**config.mk**
```make
export PLATFORM = sky130hd
export DESIGN_NAME = rswl_top
export DESIGN_NICKNAME = d
export VERILOG_FILES = /design/src/design/rswl_pkg.sv /design/src/design/rswl_sync3.sv /design/src/design/rswl_top.sv
export SDC_FILE = /design/constraint.sdc
export NUM_CORES = 1
export LEC_CHECK = 0
export BUFFER_PORTS_ARGS = -buffer_cell sky130_fd_sc_hd__buf_2
export CAP_MARGIN = 0
export CORE_ASPECT_RATIO = 1.75
export CORE_MARGIN = 2
export CORE_UTILIZATION = 60
export DETAILED_ROUTE_END_ITERATION = 16
export PLACE_DENSITY = 0.76
export SLEW_MARGIN = 20
export SYNTH_ARGS = -nofsm -noshare
export SYNTH_HDL_FRONTEND = slang
export SYNTH_SLANG_ARGS = --single-unit
```
**constraint.sdc**
```tcl
create_clock -name i_mclk -period 5.4 [get_ports i_mclk]
set_input_delay 1.35 -clock i_mclk [delete_from_list [all_inputs] [get_ports i_mclk]]
set_output_delay 1.35 -clock i_mclk [all_outputs]
set_load 0.03 [all_outputs]
```
**src/design/rswl_pkg.sv**
```systemverilog
package rswl_pkg;

    localparam int unsigned CLK_HZ = 40_000_000;

    // power-on hold time of the reset output
    localparam int unsigned POR_DELAY_US = 5000;
    localparam int unsigned POR_CYC = (POR_DELAY_US * (CLK_HZ / 1_000_000));
    localparam int unsigned POR_CW = 18;

    // minimum visible led pulse
    localparam int unsigned LED_STRETCH_US = 10000;
    localparam int unsigned LED_CYC = (LED_STRETCH_US * (CLK_HZ / 1_000_000));
    localparam int unsigned LED_CW = 19;

    // 6 MHz out of 40 MHz: toggle 3 times every 10 cycles
    localparam int unsigned OSC_HZ = 6_000_000;
    localparam logic [3:0] OSC_STEP = 4'h3;
    localparam logic [3:0] OSC_MOD = 4'ha;

    // reset values
    localparam logic [1:0] RST_SYNC_INIT = 2'h3;
    localparam logic STRAP_INIT = 1'h0;
    localparam logic RING_INIT = 1'h1;

    // strap sampled once its synchroniser has passed the pin after reset
    localparam logic [2:0] STRAP_CAPTURE = 3'h4;
    localparam logic [2:0] STRAP_DONE = 3'h5;

    typedef enum logic [1:0] {
        RSWL_ROUT_HIZ = 2'b00,
        RSWL_ROUT_HIGH = 2'b01,
        RSWL_ROUT_LOW = 2'b10
    } rswl_rout_t;

    // status from the usb / uart core, same clock
    typedef struct packed {
        logic suspended;
        logic configured;
        logic tx_event;
        logic rx_event;
        logic uart_tx_busy;
        logic wake_enable;
    } rswl_core_t;

    // open-collector / tri-state pin pair
    typedef struct packed {
        logic out;
        logic oe_n;
    } rswl_pin_t;

endpackage

```
**src/design/rswl_sync3.sv**
```systemverilog
`timescale 1ns/1ps
// three-stage pin synchroniser; level changes once stages 2 and 3 agree
module rswl_sync3
    import rswl_pkg::*;
#(
    parameter logic INIT = 1'h0
)
(
    // clock and reset
    input wire logic i_mclk,
    input wire logic i_rst,
    // pin and result
    input wire logic i_pin,
    output logic o_level
);

    logic s1_q;
    logic s2_q;
    logic s3_q;
    logic level_q;

    always_ff @(posedge i_mclk)
    begin
        if (i_rst)
        begin
            s1_q <= INIT;
            s2_q <= INIT;
            s3_q <= INIT;
        end
        else
        begin
            s1_q <= i_pin;
            s2_q <= s1_q;
            s3_q <= s2_q;
        end
    end

    always_ff @(posedge i_mclk)
    begin
        if (i_rst)
            level_q <= INIT;
        else if (s2_q == s3_q)
            level_q <= s3_q;
    end

    assign o_level = level_q;

    agree_only_a: assert property (@(posedge i_mclk) disable iff (i_rst)
        (level_q != $past(level_q)) |-> ($past(s2_q) == $past(s3_q)))
        else $error("level changed without agreement");

endmodule // rswl_sync3

```
**src/design/rswl_top.sv**
```systemverilog
`timescale 1ns/1ps
module rswl_top
    import rswl_pkg::*;
#(
    parameter int unsigned P_POR_CYC = POR_CYC,
    parameter int unsigned P_LED_CYC = LED_CYC
)
(
    // clock and power-on reset
    input wire logic i_mclk,
    input wire logic i_rst,
    // pins in
    input wire logic i_reset_n,
    input wire logic i_test_strap,
    input wire logic i_ring_indicator_n,
    // core status
    input wire rswl_core_t i_core,
    // reset output pin
    output logic o_reset_output_n,
    output logic o_reset_output_oe_n,
    // activity leds, open collector
    output logic o_tx_activity_led_n,
    output logic o_tx_activity_led_oe_n,
    output logic o_rx_activity_led_n,
    output logic o_rx_activity_led_oe_n,
    // clock and power pins
    output logic o_osc_clock_out,
    output logic o_suspend_indicator_n,
    output logic o_power_switch_enable_n,
    output logic o_rs485_driver_enable,
    // to the core
    output logic o_test_mode,
    output logic o_resume_req,
    output logic o_core_reset
);

    function automatic logic [LED_CW-1:0] led_next(input logic evt,
                                                   input logic [LED_CW-1:0] cnt);
        if (evt)
            led_next = LED_CW'(P_LED_CYC);
        else if (cnt != '0)
            led_next = cnt - 1'b1;
        else
            led_next = '0;
    endfunction

    // reset pin: asserts at once, releases through two flops
    logic ext_rst_s1_q;
    logic ext_rst_q;

    always_ff @(posedge i_mclk or negedge i_reset_n)
    begin
        if (!i_reset_n)
        begin
            ext_rst_s1_q <= RST_SYNC_INIT[0];
            ext_rst_q <= RST_SYNC_INIT[1];
        end
        else
        begin
            ext_rst_s1_q <= 1'b0;
            ext_rst_q <= ext_rst_s1_q;
        end
    end

    // usb bus reset has no path in here
    logic rst_int;
    assign rst_int = i_rst | ext_rst_q;

    // reset output pin
    rswl_rout_t rout_q;
    logic [POR_CW-1:0] por_cnt_q;
    logic por_done_q;

    always_ff @(posedge i_mclk)
    begin
        if (i_rst)
        begin
            por_cnt_q <= '0;
            por_done_q <= 1'b0;
        end
        else if (!por_done_q)
        begin
            if (por_cnt_q == POR_CW'(P_POR_CYC - 1))
                por_done_q <= 1'b1;
            else
                por_cnt_q <= por_cnt_q + 1'b1;
        end
    end

    always_ff @(posedge i_mclk)
    begin
        if (i_rst)
            rout_q <= RSWL_ROUT_HIZ;
        else
        begin
            case (rout_q)
                RSWL_ROUT_HIZ:
                begin
                    if (ext_rst_q)
                        rout_q <= RSWL_ROUT_LOW;
                    else if (por_done_q)
                        rout_q <= RSWL_ROUT_HIGH;
                end
                RSWL_ROUT_HIGH:
                begin
                    if (ext_rst_q)
                        rout_q <= RSWL_ROUT_LOW;
                end
                RSWL_ROUT_LOW:
                begin
                    if (!ext_rst_q)
                        rout_q <= por_done_q ? RSWL_ROUT_HIGH : RSWL_ROUT_HIZ;
                end
                default:
                    rout_q <= RSWL_ROUT_HIZ;
            endcase
        end
    end

    rswl_pin_t rout_pin_q;
    always_ff @(posedge i_mclk)
    begin
        if (i_rst)
            rout_pin_q <= '{out: 1'b1, oe_n: 1'b1};
        else if (ext_rst_q)
            rout_pin_q <= '{out: 1'b0, oe_n: 1'b0};
        else
        begin
            case (rout_q)
                RSWL_ROUT_HIGH:
                    rout_pin_q <= '{out: 1'b1, oe_n: 1'b0};
                RSWL_ROUT_LOW:
                    rout_pin_q <= '{out: 1'b0, oe_n: 1'b0};
                default:
                    rout_pin_q <= '{out: 1'b1, oe_n: 1'b1};
            endcase
        end
    end

    assign o_reset_output_n = rout_pin_q.out;
    assign o_reset_output_oe_n = rout_pin_q.oe_n;

    logic core_rst_q;
    always_ff @(posedge i_mclk)
    begin
        core_rst_q <= rst_int;
    end

    assign o_core_reset = core_rst_q;

    // pin synchronisers
    logic strap_lvl;
    logic ring_lvl;
    rswl_sync3 #(
        .INIT(STRAP_INIT)
    ) u_strap_sync (
        .i_mclk(i_mclk),
        .i_rst(rst_int),
        .i_pin(i_test_strap),
        .o_level(strap_lvl)
    );

    rswl_sync3 #(
        .INIT(RING_INIT)
    ) u_ring_sync (
        .i_mclk(i_mclk),
        .i_rst(rst_int),
        .i_pin(i_ring_indicator_n),
        .o_level(ring_lvl)
    );

    // strap caught once the synchroniser has settled after reset
    logic [2:0] strap_wait_q;
    logic test_mode_q;
    always_ff @(posedge i_mclk)
    begin
        if (rst_int)
        begin
            strap_wait_q <= '0;
            test_mode_q <= STRAP_INIT;
        end
        else if (strap_wait_q != STRAP_DONE)
        begin
            strap_wait_q <= strap_wait_q + 1'b1;
            if (strap_wait_q == STRAP_CAPTURE)
                test_mode_q <= strap_lvl;
        end
    end

    assign o_test_mode = test_mode_q;

    // remote wake on ring indicator falling edge
    logic ring_prev_q;
    logic resume_q;

    always_ff @(posedge i_mclk)
    begin
        if (rst_int)
        begin
            ring_prev_q <= RING_INIT;
            resume_q <= 1'b0;
        end
        else
        begin
            ring_prev_q <= ring_lvl;
            resume_q <= ring_prev_q & ~ring_lvl & i_core.suspended
                        & i_core.wake_enable;
        end
    end

    assign o_resume_req = resume_q;

    // activity leds
    logic [LED_CW-1:0] tx_cnt_q;
    logic [LED_CW-1:0] rx_cnt_q;
    rswl_pin_t tx_led_q;
    rswl_pin_t rx_led_q;
    logic [LED_CW-1:0] tx_cnt_d;
    logic [LED_CW-1:0] rx_cnt_d;

    assign tx_cnt_d = led_next(i_core.tx_event, tx_cnt_q);
    assign rx_cnt_d = led_next(i_core.rx_event, rx_cnt_q);

    always_ff @(posedge i_mclk)
    begin
        if (rst_int)
        begin
            tx_cnt_q <= '0;
            tx_led_q <= '{out: 1'b0, oe_n: 1'b1};
            rx_cnt_q <= '0;
            rx_led_q <= '{out: 1'b0, oe_n: 1'b1};
        end
        else
        begin
            tx_cnt_q <= tx_cnt_d;
            tx_led_q <= '{out: 1'b0, oe_n: (tx_cnt_d == '0)};
            rx_cnt_q <= rx_cnt_d;
            rx_led_q <= '{out: 1'b0, oe_n: (rx_cnt_d == '0)};
        end
    end

    assign o_tx_activity_led_n = tx_led_q.out;
    assign o_tx_activity_led_oe_n = tx_led_q.oe_n;
    assign o_rx_activity_led_n = rx_led_q.out;
    assign o_rx_activity_led_oe_n = rx_led_q.oe_n;

    // oscillator output, held low in suspend
    logic [3:0] osc_acc_q;
    logic osc_q;
    logic [4:0] osc_sum;

    assign osc_sum = {1'b0, osc_acc_q} + {1'b0, OSC_STEP};

    always_ff @(posedge i_mclk)
    begin
        if (rst_int || i_core.suspended)
        begin
            osc_acc_q <= '0;
            osc_q <= 1'b0;
        end
        else if (osc_sum >= {1'b0, OSC_MOD})
        begin
            osc_acc_q <= 4'(osc_sum - {1'b0, OSC_MOD});
            osc_q <= ~osc_q;
        end
        else
            osc_acc_q <= osc_sum[3:0];
    end

    assign o_osc_clock_out = osc_q;

    // power and line control pins
    logic susp_n_q;
    logic pwr_n_q;
    logic de_q;

    always_ff @(posedge i_mclk)
    begin
        if (rst_int)
        begin
            susp_n_q <= 1'b1;
            pwr_n_q <= 1'b1;
            de_q <= 1'b0;
        end
        else
        begin
            susp_n_q <= ~i_core.suspended;
            pwr_n_q <= ~(i_core.configured & ~i_core.suspended);
            de_q <= i_core.uart_tx_busy;
        end
    end

    assign o_suspend_indicator_n = susp_n_q;
    assign o_power_switch_enable_n = pwr_n_q;
    assign o_rs485_driver_enable = de_q;

    reset_output_n_low_a: assert property (@(posedge i_mclk)
        ext_rst_q |=> (!o_reset_output_n && !o_reset_output_oe_n))
        else $error("reset output not low during external reset");
    por_float_a: assert property (@(posedge i_mclk) disable iff (i_rst)
        (!por_done_q && !ext_rst_q && !$past(ext_rst_q)) |-> o_reset_output_oe_n)
        else $error("reset output driven before power-on delay");
    por_drive_a: assert property (@(posedge i_mclk) disable iff (rst_int)
        (por_done_q && $past(por_done_q) && !$past(ext_rst_q)) |=>
        (o_reset_output_n && !o_reset_output_oe_n))
        else $error("reset output not high after power-on delay");
    tx_stretch_a: assert property (@(posedge i_mclk) disable iff (rst_int)
        i_core.tx_event |=> (!o_tx_activity_led_oe_n)[*8])
        else $error("tx led pulse too short");
    rx_pulse_a: assert property (@(posedge i_mclk) disable iff (rst_int)
        i_core.rx_event |=> (!o_rx_activity_led_oe_n && !o_rx_activity_led_n)[*8])
        else $error("rx led pulse too short");
    osc_stop_a: assert property (@(posedge i_mclk) disable iff (rst_int)
        i_core.suspended |=> !o_osc_clock_out)
        else $error("oscillator output running in suspend");
    osc_run_a: assert property (@(posedge i_mclk) disable iff (rst_int)
        (!i_core.suspended)[*5] |-> (o_osc_clock_out != $past(o_osc_clock_out, 4)
        || o_osc_clock_out != $past(o_osc_clock_out, 2)))
        else $error("oscillator output stuck while awake");
    susp_ind_a: assert property (@(posedge i_mclk) disable iff (rst_int)
        $past(!rst_int) |-> (o_suspend_indicator_n == !$past(i_core.suspended)))
        else $error("suspend indicator wrong");
    pwr_sw_a: assert property (@(posedge i_mclk) disable iff (rst_int)
        (i_core.configured && !i_core.suspended) |=> !o_power_switch_enable_n)
        else $error("power switch not enabled once configured");
    pwr_off_a: assert property (@(posedge i_mclk) disable iff (rst_int)
        i_core.suspended |=> o_power_switch_enable_n)
        else $error("power switch enabled during suspend");
    driver_en_a: assert property (@(posedge i_mclk) disable iff (rst_int)
        i_core.uart_tx_busy |=> o_rs485_driver_enable)
        else $error("rs485 driver not enabled during transmit");
    wake_only_a: assert property (@(posedge i_mclk) disable iff (rst_int)
        o_resume_req |-> ($past(i_core.suspended) && $past(i_core.wake_enable)))
        else $error("resume requested outside enabled suspend");
    strap_hold_a: assert property (@(posedge i_mclk) disable iff (rst_int)
        (strap_wait_q == STRAP_DONE && $past(strap_wait_q) == STRAP_DONE)
        |-> $stable(o_test_mode))
        else $error("test mode changed after capture");

endmodule // rswl_top

```
Word-level counts from Yosys, hierarchy flattened
Cells that the tools add are included.
W data, S select, Z words.
{ "op_classes": {"add_sub_neg": 6, "n_mul": 0, "n_div": 0, "n_lt_le_gt_ge": 1, "eq_ne": 10, "n_shift": 0, "n_mux": 15, "bitwise": 11, "n_reduce_logical": 9} }
{ "op_table": {"columns": ["operator", "n"], "rows": [
  ["$mux W19", 4],
  ["$logic_not A19 Y1", 2],
  ["$reduce_bool A19 Y1", 2],
  ["$sub A19 B1 Y19 const B", 2],
  ["$add A18 B1 Y18 const B", 1],
  ["$eq A18 B18 Y1 const B", 1],
  ["$mux W2", 5],
  ["$ne A3 B3 Y1 const B", 2],
  ["$not A1 Y1", 6],
  ["$pmux W2 S3", 1],
  ["$add A4 B2 Y5 const B", 1],
  ["$ge A5 B4 Y1 const B", 1],
  ["$and A1 B1 Y1", 4],
  ["$mux W4", 1],
  ["$ne A2 B2 Y1 const B", 2],
  ["$pmux W2 S2", 1],
  ["$reduce_and A2 Y1", 2],
  ["$sub A4 B4 Y4 const B", 1],
  ["$add A3 B1 Y3 const B", 1],
  ["$eq A3 B3 Y1 const B", 1],
  ["$mux W1", 3],
  ["$reduce_and A3 Y1", 1],
  ["$eq A1 B1 Y1", 2],
  ["$eq A2 B1 Y1 const B", 1],
  ["other kinds (4)", 4]
]} }
{ "totals": {"reg_bits": 90, "latchBits": 0, "mem_bits_rw": 0, "rom_bits": 0, "n_memories": 0} }

Depth between registers and ports, before layout
{ "depth": {"word_depth": 4, "depth_mapped": 9, "depth_no_buf": 8} }

Modules after synthesis
Synthesis repeated with hierarchy kept, for this count alone.
{ "unflattened": {"cells_unflattened": 484, "hier_area_um2": 4169.0} }
{ "by_module_without_submodules": {"columns": ["module", "n_inst", "cells_per_inst", "area_each_um2"], "rows": [
  ["rswl_top", 1, 464, 3941.3],
  ["rswl_sync3 (u_ring_sync)", 1, 10, 115.1],
  ["rswl_sync3 (u_strap_sync)", 1, 10, 112.6]
]} }

Worst setup path after synthesis
Ideal clock, no wire load.
{ "synth_timing": {"path_type": "register to register", "startpoint": "register rx_cnt_q[13]", "endpoint": "register rx_cnt_q[15]", "setup_ns": 0.120, "arrival_ns": 2.173, "required_ns": 5.280, "path_slack_ns": 3.106, "path_stages_with_launch": 8, "path_cell_list": "dfxtp_1 -> or4_4 -> or4_4 -> or4_1 -> buf_2 -> nand3_2 -> buf_2 -> nor2_1"} }
{ "synth_via": {"elab_chain_len": 3, "word_cells_on_any_way": 4, "classes_between": "1 x add/sub; 2 x mux; 1 x reduce/logical"} }
{ "synth_lines": {"columns": ["item", "line", "source"], "rows": [
  ["from (decl)", "rswl_top.sv:215", "logic [LED_CW-1:0] rx_cnt_q;"],
  ["from (signal assigned)", "rswl_top.sv:237", "rx_cnt_q <= rx_cnt_d;"],
  ["$sub A19 B1 Y19 or $reduce_bool A19 Y1 (tied branches)", "rswl_top.sv:42, rswl_top.sv:41", null],
  ["$mux W19 *", "rswl_top.sv:41", "else if (cnt != '0)"],
  ["$mux W19 *", "rswl_top.sv:39", "if (evt)"]
]} }
Every way passes the cells marked *; elsewhere a longest branch is shown, timed or not.
A chain may end at the register's enable or synchronous reset.

Worst setup path in the final report
{ "layout_timing": {"startpoint": "input i_rst", "endpoint": "register tx_cnt_q[14]"} }
{ "layout_via": {"elab_chain_len": 1} }
{ "layout_lines": {"columns": ["item", "line", "source"], "rows": [
  ["from (decl)", "rswl_top.sv:11", "input wire logic i_rst,"],
  ["$or A1 B1 Y1", "rswl_top.sv:67", "assign rst_int = i_rst | ext_rst_q;"],
  ["to (signal assigned)", "rswl_top.sv:235", "tx_cnt_q <= tx_cnt_d;"],
  ["to (decl)", "rswl_top.sv:214", "logic [LED_CW-1:0] tx_cnt_q;"]
]} }
No other way between the ends.

==> metrics <==
Clock Latency Late Sink=0.34 ns; drt first pass iters=4; layout cells sized above 1=0.0996; std cell rows=39; status=completed; peak supply drop=0.223 mV; Synth Area in Adders=0.0506; vias per cell=5.45; Initial Util=0.614; max-cap violations=0; Crit-path slowest cell=nor2_1; Root Driver=clkbuf_16; RSZ-0062 raised after global routing=no; Pwr Total=1.66 mW; Power Dens Cells=376 nW/um2; num ports=24; crit-path cells=buf_2 > nor2_1 > inv_1 > nor2_1 > nand2_1 > nor2_1; most frequent CP cell=nor2_1; PortBufs=21; most frequent cells in the layout=dfxtp_1, nor2_1, xor2_1, a21oi_1; detailed-route wire length=7220 um; Slew headroom=0.528; Async SR Flop Fraction=0.0227; clk sink count=88; Data arrival, critical path=3.19 ns; Setup violations, final=0; critical path class=in2reg; Die Y=111 um; Final WS setup=2.48 ns; Simple-Gate Fraction of Synth Area=0.264; Crit. End Element=register; final setup skew=0.00470 ns; CTS buffer count=9; r2r setup slk=2.81 ns; pre-CTS WS=2.08 ns; crit path buf inv count=2; Top delay family on crit path=simple AND/OR/NAND/NOR gates; post-route ant nets=0; largest net degree at the start of global routing=30; mean post-synth cell area=8.87 um2; Worst Tran Pin Value=0.704 ns; Post-CTS Setup Repair Bufs=0; Seq/Total Area, Yosys=0.449; critical path fanouts, max=29; Longest Clk Path Bufs=2; CTS tree=done; primary flip-flop cell chosen by synthesis mapping=dfxtp_1; number of diodes=0; Area Overhead vs Synth=11.7%; Fmax=342 MHz; max incr delay on CP=0.48 ns; Core Box Area=6440 um2; Final Cell Area=4420 um2; Inst Count DP=538; top cell type's share of synthesized area=0.435; Slew Limit Fails=0; hold violation total from the final report=0; period utilization=0.542; final hold slack=0.364 ns; GPL Wtd Cong=0.848; post_cts resized=0; area of the mapped netlist=3960 um2; chip width=65.4 um; Unique masters post-synth=48; FF+latch count, synth=88; vias in the first global route=2984; required time of the critical path=5.67 ns; post-synthesis mux area share=0.0101; number of non-filler instances in the completed layout=554; leak pwr=1.80 nW; fin util=0.686; xor/xnor share of the synthesized area=0.117; first-pass GRT wire length=12600 um; Critical Path Source Type=input port; # hold bufs at CTS=0; Die Area=7280 um2; DP HPWL=5120 um; final global-route overflow total=0; H-tree levels=3; setup TNS=0 ns; Syn Inst Count=446; Worst-path clk slew=0.06 ns; DRT iter0 DRCs=148; fin nets=494; post-DR wirelength/cell=13.0 um; post-synth top area cell=dfxtp_1; DRC=0; commonest non-fill, non-tap cell in the layout=dfxtp_1; fraction of the mapped netlist area in compound gates=0.0762; EDFF count, synth=0; fillcell total=530; vias after detailed routing=3021; synth warn=0; synth top area cells=dfxtp_1, nor2_1, xor2_1; GRT Util Overall=0.219; largest family of logic cells by synthesized area=simple AND/OR/NAND/NOR gates; initial antenna violation count=0; Placed Area=4110 um2; worst min path class=reg2reg; Final Critical Period=2.92 ns
layout make-up:
type / count / area (um2) / area share
multi-input combinational: 329 / 2060 / 0.466
sequential: 88 / 1770 / 0.402
clock buffer: 9 / 225 / 0.0510
timing repair buffer: 22 / 113 / 0.0255
tap: 82 / 103 / 0.0232
clock inverter: 7 / 78.8 / 0.0178
inverter: 17 / 63.8 / 0.0144
kinds of logic after synthesis:
kind of cell,Yosys count
mux,4
fa+ha+maj,16
compound gates,49
other cells,1
flops,88
simple gates,204
buf+inv,31
xor+xnor,53
synth_stat cells (all sizes together), types with 3 or more instances:
cell	n
nor4	10
nor2	83
nand4	9
ha	16
and2	6
nand3b	5
nor3	20
a31oi	3
or4	6
and3	3
clkbuf	9
xnor2	22
mux2i	4
buf	5
a21oi	23
nand4b	5
o21bai	3
or3	9
xor2	31
o21ai	8
nand2	22
inv	17
nand2b	3
dfxtp	86
nand3	11
flip-flops by register name (all words and copies together), names as in the netlist, 2 cells and up:
| signal | cells |
|---|---|
| rout_q | 2 |
| rx_cnt_q | 19 |
| tx_cnt_q | 19 |
| por_cnt_q | 18 |
| osc_acc_q | 4 |
| strap_wait_q | 3 |
where the power goes:
group          internal (mW)  switching [mW]  total [mW]
logic                  0.135           0.182       0.317
registers              0.684          0.0352       0.719
clock network          0.363           0.262       0.625
layer usage:
| metal | vias up | track usage | part of all wire |
|---|---|---|---|
| met2 | 27 | 0.390 | 0.55 |
| met1 | 1412 | 0.236 | 0.41 |
| li1 | 1567 | - | - |
| met4 | 0 | 0.117 | 0.025 |
| met5 | - | 0 | 0 |
| met3 | 15 | 0.0404 | 0.020 |
path summary, 6_finish.rpt:
| path | depth (start not counted) | endpoint | start |
|---|---|---|---|
| max in group asynchronous | 1 | ext_rst_q$_DFF_PN1_ | i_reset_n |
| hold / removal | 0 | ext_rst_q$_DFF_PN1_ | ext_rst_s1_q$_DFF_PN1_ |
| min in group asynchronous | 1 | ext_rst_s1_q$_DFF_PN1_ | i_reset_n |
| setup reg to reg | 6 | o_rx_activity_led_oe_n$_SDFF_PP1_ | rx_cnt_q[5]$_SDFF_PP0_ |
| setup / recovery | 6 | tx_cnt_q[14]$_SDFF_PP0_ | i_rst |
| hold reg to reg | 0 | ext_rst_q$_DFF_PN1_ | ext_rst_s1_q$_DFF_PN1_ |
worst register-to-register path: stages, from the launching register on:
cell and delay, ns:
dfxtp_1 0.37, or4_4 0.57, or2_1 0.32, or4_1 0.66
nand3_2 0.29, a41oi_2 0.06, a311oi_1 0.24
Note: power is estimated with default switching activity, not from simulation.
